`config.mk`:
```
export PLATFORM = sky130hd
export DESIGN_NAME = ewsg_top
export DESIGN_NICKNAME = d
export VERILOG_FILES = /design/src/common/ewsg_pkg.sv /design/src/design/ewsg_top.sv
export SDC_FILE = /design/constraint.sdc
export NUM_CORES = 1
export LEC_CHECK = 0
export ABC_AREA = 1
export BUFFER_PORTS_ARGS = -buffer_cell sky130_fd_sc_hd__clkbuf_2
export CAP_MARGIN = 20
export CORE_MARGIN = 4
export CORE_UTILIZATION = 50
export DETAILED_ROUTE_END_ITERATION = 6
export HOLD_SLACK_MARGIN = 0.15
export PLACE_DENSITY = 0.84
export SETUP_SLACK_MARGIN = 0.2
export SYNTH_ARGS = -nofsm -noshare
export SYNTH_HDL_FRONTEND = slang
export SYNTH_SLANG_ARGS = --single-unit
export TNS_END_PERCENT = 1
```
`constraint.sdc`:
```
create_clock -name REF_CLK -period 1.98 [get_ports REF_CLK]
set_input_delay 0.099 -clock REF_CLK [delete_from_list [all_inputs] [get_ports REF_CLK]]
set_output_delay 0.099 -clock REF_CLK [all_outputs]
set_load 0.005 [all_outputs]
```
`src/common/ewsg_pkg.sv`:
```
package ewsg_pkg;

  // Register indices; byte address is four times the index
  localparam logic [7:0]  CFG_INDEX      = 8'h28;
  localparam logic [7:0]  MUL_INDEX      = 8'h2B;
  localparam logic [9:0]  CFG_BYTE_ADDR  = {CFG_INDEX, 2'b00};
  localparam logic [9:0]  MUL_BYTE_ADDR  = {MUL_INDEX, 2'b00};

  // Field positions of the wait count configuration and multiplier registers
  localparam int          SPLIT_BIT      = 15;
  localparam int          IO_LSB         = 12;
  localparam int          DHI_LSB        = 9;
  localparam int          DLO_LSB        = 6;
  localparam int          PHI_LSB        = 3;
  localparam int          PLO_LSB        = 0;
  localparam int          DOUBLE_BIT     = 0;

  // Values after reset
  localparam logic [15:0] CFG_RESET      = 16'h7FFF;
  localparam logic        DOUBLE_RESET   = 1'b0;

  // Address split points
  localparam int          DATA_SPLIT_BIT = 15;
  localparam int          PROG_WIDE_BIT  = 22;

  localparam int          WAIT_W         = 4;

  // Access spaces
  typedef enum logic [1:0] {
    SPACE_PROG = 2'b00,
    SPACE_DATA = 2'b01,
    SPACE_IO   = 2'b10
  } ewsg_space_t;

  typedef struct packed {
    ewsg_space_t space;
    logic [22:0] addr;
  } ewsg_acc_t;

  typedef enum logic [2:0] {
    ST_IDLE = 3'b001,
    ST_WAIT = 3'b010,
    ST_DONE = 3'b100
  } ewsg_state_t;

endpackage : ewsg_pkg

```
`src/design/ewsg_top.sv`:
```
// Chosen here: the APB interface to the registers.
`timescale 1ns/1ps
`default_nettype none
// Behaviour
// - Any external access can be lengthened by zero to fourteen machine cycles.
// - Devices needing more waits stretch via ready input; it is always honoured.
// - All range counts zero stops the wait counter clock enable to save power.
// - Low fifteen bits hold five 3-bit counts, one per address range.
// - After reset all range counts are seven.
// - Bit 15, reset zero, selects the program range address split.
// - Bits 14 to 12 give the I/O space base count.
// - Bits 11 to 9 give the upper data half base count.
// - Bits 8 to 6 give the lower data half base count.
// - Bits 5 to 3 apply to upper program accesses per split bit.
// - Bits 2 to 0 apply to lower program accesses per split bit.
// - Multiplier bit 0, reset zero, doubles every base count when set.
// - Multiplier register bits 15 to 1 read zero and ignore writes.
module ewsg_top
  import ewsg_pkg::*;
(
  input  wire logic        REF_CLK,    // Machine clock
  input  wire logic        RESET,      // Asynchronous reset, active high
  input  wire logic        PSEL,       // APB select
  input  wire logic        PENABLE,    // APB access phase
  input  wire logic        PWRITE,     // APB direction
  input  wire logic [11:0] PADDR,      // APB byte address
  input  wire logic [31:0] PWDATA,     // APB write data
  output logic      [31:0] PRDATA,     // APB read data
  output logic             PREADY,     // APB ready
  output logic             PSLVERR,    // APB error on unmapped address
  input  wire logic        ACC_REQ,    // External access request, held until done
  input  wire ewsg_acc_t   ACC,        // Space and address of the access
  input  wire logic        READY_IN,   // External ready pin
  output logic             ACC_BUSY,   // Access in progress
  output logic             ACC_DONE,   // One-cycle pulse: access complete
  output logic             WAIT_CLK_ON // Wait counter enabled
);

  function automatic logic [2:0] field3(input logic [15:0] cfg, input int lsb);
    field3 = cfg[lsb +: 3];
  endfunction : field3

  // Base count for the access: space and address pick the field
  function automatic logic [2:0] base_waits(input logic [15:0] cfg, input ewsg_acc_t a);
    logic upper;
    upper = 1'b0;
    unique case (a.space)
      SPACE_IO: begin
        base_waits = field3(cfg, IO_LSB);
      end
      SPACE_DATA: begin
        if (a.addr[DATA_SPLIT_BIT]) begin
          base_waits = field3(cfg, DHI_LSB);
        end else begin
          base_waits = field3(cfg, DLO_LSB);
        end
      end
      default: begin
        upper = cfg[SPLIT_BIT] ? a.addr[PROG_WIDE_BIT] : a.addr[DATA_SPLIT_BIT];
        base_waits = upper ? field3(cfg, PHI_LSB) : field3(cfg, PLO_LSB);
      end
    endcase
  endfunction : base_waits

  // Register file
  logic [15:0] wait_count_config;
  logic        wait_double_select;
  logic [15:0] next_wait_count_config;
  logic        next_wait_double_select;
  logic [31:0] next_prdata;
  logic        next_pready;
  logic        next_pslverr;
  logic        hit_cfg;
  logic        hit_mul;
  logic        wr_done;

  always_comb begin
    hit_cfg = PADDR[11:0] == {2'b00, CFG_BYTE_ADDR};
    hit_mul = PADDR[11:0] == {2'b00, MUL_BYTE_ADDR};
    wr_done = PSEL && PENABLE && PREADY && PWRITE;
    next_wait_count_config  = wait_count_config;
    next_wait_double_select = wait_double_select;
    next_prdata  = PRDATA;
    next_pready  = 1'b0;
    next_pslverr = 1'b0;
    if (PSEL && !PENABLE) begin
      next_pready  = 1'b1;
      next_pslverr = !(hit_cfg || hit_mul);
      next_prdata  = 32'h0000_0000;
      if (!PWRITE && hit_cfg) begin
        next_prdata = {16'h0000, wait_count_config};
      end else if (!PWRITE && hit_mul) begin
        next_prdata = {31'h0000_0000, wait_double_select};
      end
    end
    if (wr_done && hit_cfg) begin
      next_wait_count_config = PWDATA[15:0];
    end
    if (wr_done && hit_mul) begin
      next_wait_double_select = PWDATA[DOUBLE_BIT];
    end
  end

  always_ff @(posedge REF_CLK or posedge RESET) begin
    if (RESET) begin
      wait_count_config  <= CFG_RESET;
      wait_double_select <= DOUBLE_RESET;
      PRDATA             <= 32'h0000_0000;
      PREADY             <= 1'b0;
      PSLVERR            <= 1'b0;
    end else begin
      wait_count_config  <= next_wait_count_config;
      wait_double_select <= next_wait_double_select;
      PRDATA             <= next_prdata;
      PREADY             <= next_pready;
      PSLVERR            <= next_pslverr;
    end
  end

  // Ready pin synchroniser
  logic ready_meta;
  logic ready_sync;

  always_ff @(posedge REF_CLK or posedge RESET) begin
    if (RESET) begin
      ready_meta <= 1'b0;
      ready_sync <= 1'b0;
    end else begin
      ready_meta <= READY_IN;
      ready_sync <= ready_meta;
    end
  end

  // Access sequencer
  ewsg_state_t       state;
  ewsg_state_t       next_state;
  logic [WAIT_W-1:0] wait_cnt;
  logic [WAIT_W-1:0] next_wait_cnt;
  logic [WAIT_W-1:0] scaled;
  logic              gate_on;
  logic              next_gate_on;
  logic              next_busy;
  logic              next_done;

  always_comb begin
    scaled = wait_double_select ? {base_waits(wait_count_config, ACC), 1'b0}
                                : {1'b0, base_waits(wait_count_config, ACC)};
    next_gate_on = |wait_count_config[14:0];
    next_state    = state;
    next_wait_cnt = wait_cnt;
    next_done     = 1'b0;
    unique case (state)
      ST_IDLE: begin
        if (ACC_REQ) begin
          next_wait_cnt = scaled;
          next_state    = ST_WAIT;
        end
      end
      ST_WAIT: begin
        if (wait_cnt != '0) begin
          if (gate_on) begin
            next_wait_cnt = wait_cnt - 1'b1;
          end
        end else if (ready_sync) begin
          next_done  = 1'b1;
          next_state = ST_DONE;
        end
      end
      ST_DONE: begin
        next_state = ST_IDLE;
      end
      default: begin
        next_state = ST_IDLE;
      end
    endcase
    next_busy = next_state == ST_WAIT;
  end

  always_ff @(posedge REF_CLK or posedge RESET) begin
    if (RESET) begin
      state       <= ST_IDLE;
      wait_cnt    <= '0;
      gate_on     <= 1'b1;
      ACC_BUSY    <= 1'b0;
      ACC_DONE    <= 1'b0;
      WAIT_CLK_ON <= 1'b1;
    end else begin
      state       <= next_state;
      wait_cnt    <= next_wait_cnt;
      gate_on     <= next_gate_on;
      ACC_BUSY    <= next_busy;
      ACC_DONE    <= next_done;
      WAIT_CLK_ON <= next_gate_on;
    end
  end

endmodule : ewsg_top
`default_nettype wire

```
* Word-level counts from Yosys, hierarchy flattened
Index checks and enable logic that the tools add are counted.
W data, S select, Z words.
** Storage, ports and cells
- Logic and storage cells :: 59
- Bits in registers :: 63
- Bits of input ports :: 76
- Output and inout bits :: 37
** Operators by class
- Eq/ne operators :: 10
- Reduce and logical (&&, ||, !) cells :: 16
- $add $sub $neg :: 1
- Muxes and demuxes :: 20
** Operator list (count)
- $eq A12 B8 Y1 const B :: 2
- $mux W16 :: 1
- $mux W4 :: 4
- $mux W3 :: 5
- $reduce_or A15 Y1 :: 1
- $pmux W3 S2 :: 2
- $logic_and A1 B1 Y1 :: 8
- $pmux W4 S2 :: 1
- $mux W1 :: 7
- $eq A3 B2 Y1 const B :: 2
- $ne A2 B2 Y1 const B :: 3
- $reduce_and A4 Y1 :: 1
- $reduce_bool A4 Y1 :: 1
- $sub A4 B1 Y4 const B :: 1
- $eq A3 B1 Y1 const B :: 1
- $logic_not A1 Y1 :: 3
- $eq A2 B1 Y1 const B :: 1
- $eq A2 B2 Y1 const B :: 1
- $reduce_bool A2 Y1 :: 1
- $logic_or A1 B1 Y1 :: 1

* Depth between registers and ports, before layout
Gate-level depths: netlist of run 1.
- Depth in word-level cells :: 6
- Mapped depth :: 9
- Mapped depth without buffers :: 9

* Worst setup path after synthesis of run 1
OpenSTA, ideal clock, no wires.
- Kind :: register to register
- Start point :: reg state[0]
- End point :: reg wait_cnt[1]
- Stages on the path, launching flop included :: 10
- Slack :: 0.658 ns
- Period minus slack after synthesis :: 1.322 ns
- Library setup time :: 0.117 ns
- Arrival :: 1.205 ns
- Cell sequence :: dfstp_2 nor2_1 nand2_1 inv_1 nand2_1 nand2_1 nor2_4 nand2_1 nor2_1 nor2_1
** On the way
- Longest elaborated chain between the ends :: 3
- Elaborated cells on any way between the ends :: 8
- Classes of those cells :: 5 x eq/ne; 1 x mux; 2 x reduce/logical
** RTL lines
- from (decl) :: line ewsg_top.sv:135 : ewsg_state_t state;
- from (signal assigned) :: line ewsg_top.sv:188 : state <= next_state;
- $eq A3 B2 Y1 or $eq A3 B1 Y1 (tied branches) :: line ewsg_top.sv:152 : unique case (state)
- $ne A2 B2 Y1 (no source line) or $reduce_bool A2 Y1 (tied branches)
- $reduce_and A4 Y1 (no source line)
- to (signal assigned) :: line ewsg_top.sv:189 : wait_cnt <= next_wait_cnt;
- to (decl) :: line ewsg_top.sv:137 : logic [WAIT_W-1:0] wait_cnt;
Parallel ways exist; a longest one is shown, timed or not.
A chain may end at the register's enable or synchronous reset.

* Worst setup path after layout of run 1
Same ends and word-level chain as after synthesis.

==> results of run 1 <==
final timing paths:
path | from | to | slack, ns
worst min-delay path | PWRITE | PRDATA[0] | 0.18
max in group asynchronous | RESET | wait_count_config[0] | 1.11
worst max-delay path | state[0] | wait_cnt[1] | 0.46
min in group asynchronous | RESET | wait_cnt[3] | 0.48
worst min register to register | ready_meta | ready_sync | 0.35
worst max register to register | state[0] | wait_cnt[1] | 0.46
per-layer routing:
layer | track usage (%) | wire length, um
met3 | 3.784 | 361
met1 | 22.80 | 2264
met4 | 7.343 | 146
met5 | 0 | 0
met2 | 32.96 | 2627
metrics by stage:
| stage | instance area, um2 | utilization [%] | power, mW | std cells |
|---|---|---|---|---|
| final | 3044 | 64.03 | 2.205 | 429 |
| after global routing | 3044 | 64.03 | 2.353 | 429 |
| after CTS | 3044 | 64.03 | 2.230 | 429 |
| after detailed placement | 2743 | 57.68 | 1.621 | 400 |
| after global placement | 2743 | 57.68 | 1.592 | 400 |
| after floorplan | 2517 | - | 1.489 | 294 |
logic make-up (layout without fill, tap and decap cells):
| family | Yosys count | count (layout) |
|---|---|---|
| xor gates and xnor gates | 1 | 1 |
| AOI/OAI and AO/OA | 38 | 38 |
| other | 1 | 16 |
| buffers and inverters | 52 | 120 |
| DFF | 47 | 47 |
| adders and majority gates | 4 | 4 |
| and+or+nand+nor | 136 | 136 |
worst max-delay path, cell delays in order (launching register included):
cell	delay, ns
dfstp_2	0.54
nor2_1	0.04
nand2_1	0.16
inv_1	0.12
nand2_1	0.07
nand2_1	0.09
nor2_4	0.18
nand2_1	0.08
nor2_1	0.09
nor2_1	0.05
area by class of cell:
type                       instances  area (um2)
fill                             418        1710
sequential                        47        1197
multi-input combinational        195        1041
timing repair buffer              81       513.0
inverter                          31       117.6
clock buffer                       7       86.33
tap                               67       83.83
clock inverter                     1       5.005
cells in the mapped netlist (all sizes together):
cell,instances,area (um2)
o21ai,8,43.79
nand4,2,12.51
dfrtp,30,750.7
or2,1,6.260
inv,30,112.6
nand2,59,234.0
nand3b,2,15.01
nor4,3,18.77
o31ai,12,95.09
ha,4,50.05
a21oi,18,135.1
conb,1,3.750
xor2,1,8.760
nand3,28,150.1
clkbuf,1,3.750
buf,20,157.7
nor3,4,25.02
nor2,37,186.4
clkinv,1,5.000
dfstp,17,446.7
power breakdown:
group          internal [mW]  total [mW]  leakage (nW)  switching [mW]
registers               1.05        1.09         0.567          0.0416
logic                  0.213       0.541         0.981           0.328
clock network          0.282       0.576        0.0482           0.295
total                   1.54        2.21          1.60           0.665
sequential cells by signal, indices dropped and copies added (netlist names):
signal / cells
wait_double_select: 1
ACC_DONE: 1
gate_on: 1
ready_meta: 1
ready_sync: 1
PREADY: 1
ACC_BUSY: 1
wait_count_config: 16
PRDATA: 16
state: 3
PSLVERR: 1
wait_cnt: 4
timing repair:
item	4_1_cts	5_1_grt
gates resized for setup	0	0
hold buffers	21	0
endpoints found under the setup margin	0	0
endpoints found under the hold margin	53	0
==> impl_metrics.env, run 1 <==
export IMPL_wl_per_cell_um=12.59
export IMPL_clock_latency_ns=0.30
export IMPL_drt_first_pass_iters=4
export IMPL_setup_tns_ns=0
export IMPL_layout_common_cells="clkbuf_2, nand2_1, dfrtp_1"
export IMPL_cts_htree_levels=2
export IMPL_fin_ws_ns=0.4594
export IMPL_drc=0
export IMPL_synthXorXnorAreaFrac_pct=0.3559
export IMPL_cts_buffers=5
export IMPL_finalCritPeriodShare_pct=76.80
export IMPL_r2r_cells=9
export IMPL_worst_pin_slew_ns=0.5638
export IMPL_grt_pass1_wl_um=9142
export IMPL_start_util_pct=51.76
export IMPL_core_mm2=0.004755
export IMPL_port_buffers=59
export IMPL_drt_total_wl_um=5399
export IMPL_die_area_mm2=0.006109
export IMPL_first_global_vias=2104
export IMPL_worstPathArrival_ns=1.71
export IMPL_period_needed_ns=1.521
export IMPL_syn_area_mm2=0.002461
export IMPL_holdPathStages=4
export IMPL_critPathLaunchType="flip-flop"
export IMPL_cts_setup_buffers=0
export IMPL_cp_end_kind="flip-flop"
export IMPL_status="finished clean"
export IMPL_ant_nets=0
export IMPL_final_common_cell="clkbuf_2"
export IMPL_die_y_um=78.16
export IMPL_synth_area_mux_share_pct=0
export IMPL_avgViaCountPerCell=4.883
export IMPL_p_per_area_mw_per_mm2=724.4
export IMPL_drtIter0Drc=149
export IMPL_grt_start_max_net_pins=48
export IMPL_max_freq_mhz=657.6
export IMPL_grt_antenna_before_repair=0
export IMPL_fin_skew_ns=0.008366
export IMPL_ioPinCount=113
export IMPL_hpwl_um=3800
export IMPL_syn_area_per_cell_um2=8.821
export IMPL_rows=25
export IMPL_synth_cell_types=32
export IMPL_rsz0062_at_grt="false"
export IMPL_drive_above_1_share_pct=32.60
export IMPL_ys_ff_latch=47
export IMPL_die_x_um=78.16
export IMPL_critPathRequiredTime_ns=2.17
export IMPL_path_max_fanout=7
export IMPL_cap_violations=0
export IMPL_track_usage_pct=18.84
export IMPL_antenna_cells=0
export IMPL_syn2layout_area_growth_pct=23.69
export IMPL_ys_seq_area_share_pct=48.65
export IMPL_relSlewSlack_pct=62.41
export IMPL_hold_viol=0
export IMPL_synthSimpleGateAreaFrac_pct=26.33
export IMPL_cts_num_sinks=47
export IMPL_setup_viol=0
export IMPL_num_vias=2095
export IMPL_root_buffer="clkbuf_8"
export IMPL_synth_compound_area_share_pct=11.13
export IMPL_hold_ws_ns=0.1775
export IMPL_cts_clk_slew_worst_paths_ns=0.08
export IMPL_cts_tree="done"
export IMPL_pre_cts_slack_ns=0.4474
export IMPL_slew_viol_final=0
export IMPL_synth_fa_ha_area_share_pct=2.034
export IMPL_cts_buffer_depth=2
export IMPL_gp_routability_congestion=0.8051
export IMPL_leakage_nw=1.597
export IMPL_grt_ovfl_total=0
export IMPL_critPathKind="flip-flop to flip-flop"
export IMPL_hp_class="primary input to flip-flop"
export IMPL_max_vdd_ir_drop_mv=0.3360
export IMPL_synth_top_family_by_area="simple AND/OR/NAND/NOR gates"
export IMPL_synthCells=279
export IMPL_final_nets=441
export IMPL_yosysWarnings=0
(Power assumes the default switching activity.)
==> run 2, diff against run 1 <==
--- a/config.mk
+++ b/config.mk
@@ -9,10 +9,10 @@
 export BUFFER_PORTS_ARGS = -buffer_cell sky130_fd_sc_hd__clkbuf_2
 export CAP_MARGIN = 20
 export CORE_MARGIN = 4
-export CORE_UTILIZATION = 50
+export CORE_UTILIZATION = 47
 export DETAILED_ROUTE_END_ITERATION = 6
 export HOLD_SLACK_MARGIN = 0.15
-export PLACE_DENSITY = 0.84
+export PLACE_DENSITY = 0.79
 export SETUP_SLACK_MARGIN = 0.2
 export SYNTH_ARGS = -nofsm -noshare
 export SYNTH_HDL_FRONTEND = slang
==> constraint.sdc (replaced) <==
create_clock -name REF_CLK -period 1.45 [get_ports REF_CLK]
set_input_delay 0.0725 -clock REF_CLK [delete_from_list [all_inputs] [get_ports REF_CLK]]
set_output_delay 0.0725 -clock REF_CLK [all_outputs]
set_load 0.005 [all_outputs]
==> run 2 against run 1 <==
  * Total power grew 42%
  * Combinational power is 44% higher
  * Global-route usage shrank 1.1 points
==> impl_metrics.env, run 2 (synthesized netlist as in run 1, its figures left out) <==
export IMPL_hold_viol=0
export IMPL_start_util_pct=48.19
export IMPL_slew_viol_final=0
export IMPL_cts_setup_buffers=0
export IMPL_die_y_um=80.37
export IMPL_grt_start_max_net_pins=48
export IMPL_p_per_area_mw_per_mm2=964.2
export IMPL_r2r_cells=9
export IMPL_final_nets=442
export IMPL_syn2layout_area_growth_pct=31.83
export IMPL_drt_total_wl_um=5549
export IMPL_core_mm2=0.005107
export IMPL_max_vdd_ir_drop_mv=0.4614
export IMPL_p_comb_share_pct=24.8
export IMPL_worst_pin_slew_ns=0.5510
export IMPL_clkPwrFrac_pct=27.5
export IMPL_die_area_mm2=0.006459
export IMPL_die_x_um=80.37
export IMPL_final_common_cell="clkbuf_2"
export IMPL_grt_pass1_wl_um=9080
export IMPL_cts_buffers=5
export IMPL_critPathKind="flip-flop to flip-flop"
export IMPL_track_usage_pct=17.77
export IMPL_layout_common_cells="clkbuf_2, nand2_1, dfrtp_1"
export IMPL_finalCritPeriodShare_pct=94.14
export IMPL_cap_violations=0
export IMPL_hpwl_um=3719
export IMPL_ioPinCount=113
export IMPL_fin_util_pct=63.52
export IMPL_port_buffers=59
export IMPL_relSlewSlack_pct=63.21
export IMPL_critPathRequiredTime_ns=1.64
export IMPL_cts_tree="done"
export IMPL_first_global_vias=2068
export IMPL_grt_antenna_before_repair=0
export IMPL_root_buffer="clkbuf_8"
export IMPL_avgViaCountPerCell=4.873
export IMPL_cts_num_sinks=47
export IMPL_grt_ovfl_total=0
export IMPL_holdPathStages=5
export IMPL_num_vias=2110
export IMPL_rsz0062_at_grt="true"
export IMPL_max_freq_mhz=732.6
export IMPL_critPathLaunchType="flip-flop"
export IMPL_worstPathArrival_ns=1.55
export IMPL_gp_routability_congestion=0.8150
export IMPL_seqPwrFrac_pct=47.7
export IMPL_cp_end_kind="flip-flop"
export IMPL_hp_class="primary input to flip-flop"
export IMPL_intPower_mw=2.168
export IMPL_wl_per_cell_um=12.82
export IMPL_rows=26
export IMPL_setup_viol=0
export IMPL_cts_clk_slew_worst_paths_ns=0.08
export IMPL_cts_buffer_depth=2
export IMPL_drc=0
export IMPL_drive_above_1_share_pct=40.77
export IMPL_ant_nets=0
export IMPL_drt_first_pass_iters=4
export IMPL_path_max_fanout=7
export IMPL_period_needed_ns=1.365
export IMPL_setup_tns_ns=0
export IMPL_leakage_nw=1.599
export IMPL_largestRegisters="PRDATA x16, wait_count_config x16, wait_cnt x4"
export IMPL_status="finished clean"
export IMPL_fin_skew_ns=0.005722
export IMPL_clock_latency_ns=0.30
export IMPL_switching_share_pct=30.68
export IMPL_antenna_cells=0
export IMPL_cts_htree_levels=2
export IMPL_drtIter0Drc=95
export IMPL_p_switching_uw=959.7
[run 2: final cells by class]
cell class	count	area (um2)
Sequential cell	47	1197
Multi-Input combinational cell	195	1205
Inverter	31	117.6
Clock buffer	7	96.34
Clock inverter	1	7.507
Tap cell	70	87.58
Fill cell	428	1863
Timing Repair Buffer	82	533.0
[run 2: stage by stage]
step	std cells	instance area (um2)	total power, mW	setup WS, ns	hold slack (ns)
floorplan	294	2522	2.040	0.1840	0.1039
global placement	404	2771	2.200	0.1168	0.1154
detailed placement	404	2771	2.229	0.09985	0.1146
CTS	433	3085	3.143	0.08054	0.1775
global route	433	3244	3.363	-0.1001	0.1720
finish	433	3244	3.128	0.08501	0.1506
[run 2: path summary, 6_finish.rpt]
| kind | startpoint | end | slack (ns) |
|---|---|---|---|
| worst min register to register | ready_meta | ready_sync | 0.36 |
| max in group asynchronous | RESET | gate_on | 0.83 |
| min in group asynchronous | RESET | PRDATA[6] | 0.33 |
| worst min-delay path | PSEL | wait_count_config[0] | 0.15 |
| worst max register to register | state[0] | wait_cnt[1] | 0.09 |
| worst max-delay path | state[0] | wait_cnt[1] | 0.09 |
[run 2: worst max-delay path: stages, from the launching register on]
cell,delay (ns)
dfstp_2,0.54
nor2_1,0.05
nand2_2,0.09
inv_2,0.06
nand2_1,0.08
nand2_2,0.07
nor2_4,0.18
nand2_1,0.07
nor2_1,0.08
nor2_1,0.05
[run 2: power groups by stage]
stage	clock network [mW]	logic (mW)	registers, mW
3_3_place_gp	0	0.692	1.51
3_5_place_dp	0	0.713	1.52
5_1_grt	0.946	0.912	1.50
2_1_floorplan	0	0.537	1.50
4_1_cts	0.888	0.763	1.49
6_report	0.859	0.777	1.49
[run 2: repair_timing]
action                     CTS  global route
hold buffers                21             0
hold endpoints to repair    73             0
pin swaps                    0            31
setup endpoints to repair    8            35
gates resized for setup      0            39
[run 2: routing by layer]
layer	up-vias	wire, um	GRT usage, %
met3	15	410	3.475
met5	-	0	0
met4	0	143	5.405
met1	969	2287	22.61
met2	86	2707	30.38
li1	1040	-	-
==> run 3, diff against run 2 <==
--- a/config.mk
+++ b/config.mk
@@ -9,11 +9,13 @@
 export BUFFER_PORTS_ARGS = -buffer_cell sky130_fd_sc_hd__clkbuf_2
 export CAP_MARGIN = 20
 export CORE_MARGIN = 4
-export CORE_UTILIZATION = 47
+export CORE_UTILIZATION = 48
+export CTS_BUF_LIST = sky130_fd_sc_hd__clkbuf_4 sky130_fd_sc_hd__clkbuf_8
 export DETAILED_ROUTE_END_ITERATION = 6
 export HOLD_SLACK_MARGIN = 0.15
-export PLACE_DENSITY = 0.79
+export PLACE_DENSITY = 0.81
 export SETUP_SLACK_MARGIN = 0.2
+export SKIP_CTS_REPAIR_TIMING = 1
 export SYNTH_ARGS = -nofsm -noshare
 export SYNTH_HDL_FRONTEND = slang
 export SYNTH_SLANG_ARGS = --single-unit
==> run 3 against run 2 <==
  * Count of clock-buffer cells in the layout fell by 2
  * Die area fell by 1.9%
  * Wire length fell by 1.5%
  * Critical endpoint unchanged
  * Fmax shrank 0.14%
  * Utilization is 1.9 points higher
  * Register-to-register slack about the same
  * Final area shrank 2.2%
==> impl_metrics.env, run 3 (synthesized netlist as in run 1, its figures left out) <==
export IMPL_drt_first_pass_iters=5
export IMPL_rrSetupSlack_ns=0.08
export IMPL_setup_viol=0
export IMPL_critPathKind="flip-flop to flip-flop"
export IMPL_die_x_um=79.61
export IMPL_critPathLaunchType="flip-flop"
export IMPL_rows=25
export IMPL_cp_end_kind="flip-flop"
export IMPL_critPathRequiredTime_ns=1.65
export IMPL_intPower_mw=2.069
export IMPL_avgViaCountPerCell=4.900
export IMPL_fin_ws_ns=0.08306
export IMPL_clkPwrFrac_pct=25.3
export IMPL_layout_common_cells="clkbuf_2, nand2_1, dfrtp_1"
export IMPL_drc=0
export IMPL_final_common_cell="clkbuf_2"
export IMPL_wl_per_cell_um=12.74
export IMPL_fin_skew_ns=0.002886
export IMPL_seqPwrFrac_pct=49.1
export IMPL_final_nets=441
export IMPL_cts_num_sinks=47
export IMPL_max_vdd_ir_drop_mv=0.5632
export IMPL_slew_viol_final=0
export IMPL_track_usage_pct=17.06
export IMPL_gp_routability_congestion=0.8124
export IMPL_grt_ovfl_total=0
export IMPL_finalCritPeriodShare_pct=94.27
export IMPL_drive_above_1_share_pct=38.67
export IMPL_p_per_area_mw_per_mm2=956.1
export IMPL_first_global_vias=1973
export IMPL_cts_buffers=5
export IMPL_cts_tree="done"
export IMPL_ant_nets=0
export IMPL_max_freq_mhz=731.6
export IMPL_setup_tns_ns=0
export IMPL_port_buffers=59
export IMPL_hp_class="primary input to flip-flop"
export IMPL_clock_latency_ns=0.30
export IMPL_die_y_um=79.61
export IMPL_worstPathArrival_ns=1.57
export IMPL_switching_share_pct=31.80
export IMPL_fillers=393
export IMPL_drt_total_wl_um=5464
export IMPL_p_switching_uw=964.7
export IMPL_p_comb_share_pct=25.7
export IMPL_cts_htree_levels=2
export IMPL_fin_util_pct=65.45
export IMPL_cts_buffer_depth=2
export IMPL_antenna_cells=0
export IMPL_leakage_nw=1.577
export IMPL_largestRegisters="PRDATA x16, wait_count_config x16, wait_cnt x4"
export IMPL_syn2layout_area_growth_pct=28.93
export IMPL_root_buffer="clkbuf_8"
export IMPL_status="finished clean"
export IMPL_hpwl_um=3791
export IMPL_period_needed_ns=1.367
export IMPL_drtIter0Drc=94
export IMPL_pre_cts_slack_ns=0.08952
export IMPL_ioPinCount=113
export IMPL_regArea_mm2=0.001197
export IMPL_path_max_fanout=7
export IMPL_rsz0062_at_grt="true"
export IMPL_core_mm2=0.004848
export IMPL_grt_start_max_net_pins=48
export IMPL_hold_viol=0
export IMPL_die_area_mm2=0.006337
export IMPL_grt_antenna_before_repair=0
export IMPL_finalPower_mw=3.034
export IMPL_cap_violations=0
export IMPL_start_util_pct=50.76
export IMPL_num_vias=2102
export IMPL_multi_input_area_mm2=0.001167
export IMPL_cts_clk_slew_worst_paths_ns=0.09
export IMPL_grt_pass1_wl_um=8514
[run 3: area by class of cell]
| type | instances | area share, % |
|---|---|---|
| sequential | 47 | 37.74 |
| multi-input combinational | 195 | 36.79 |
| tap | 67 | 2.642 |
| clock buffer | 5 | 2.169 |
| clock inverter | 3 | 0.4732 |
| inverter | 31 | 3.707 |
| timing repair buffer | 81 | 16.48 |
[run 3: metal layers]
layer	global-route usage, %	part of all wire, %	vias to the layer above
met5	0	0	-
met4	5.155	1.8	0
met3	3.950	7.1	12
met2	28.80	47	78
met1	21.67	44	972
li1	-	-	1040
[run 3: power by group through the flow]
stage | Sequential [mW] | Combinational (mW) | Clock (mW)
finish | 1.49 | 0.779 | 0.767
global route | 1.50 | 0.889 | 0.835
CTS | 1.49 | 0.722 | 0.776
detailed placement | 1.51 | 0.724 | 0
global placement | 1.51 | 0.694 | 0
floorplan | 1.50 | 0.537 | 0
[run 3: worst paths after layout]
path / from / to / depth (start not counted)
worst max-delay path: state[0] / wait_cnt[1] / 7
worst min-delay path: PENABLE / PRDATA[3] / 4
worst max register to register: state[0] / wait_cnt[1] / 7
worst min register to register: ready_meta / ready_sync / 0
max in group asynchronous: RESET / gate_on / 4
min in group asynchronous: RESET / state[1] / 4
[run 3: worst max-delay path, cell delays in order (launching register included)]
cell and delay, ns:
dfstp_2 0.53, nand3b_1 0.12, nand2_1 0.10, o21ai_2 0.10, nor2_4 0.20, nand2_1 0.08
nor2_1 0.09, nor2_1 0.05
[run 3: metrics by stage]
step / instances / instance area [um2] / hold slack (ns)
final: 429 / 3173 / 0.1412
after global routing: 429 / 3173 / 0.1522
after CTS: 409 / 2851 / -0.2106
after detailed placement: 401 / 2768 / 0.1144
after global placement: 401 / 2768 / 0.1115
after floorplan: 294 / 2522 / 0.1039
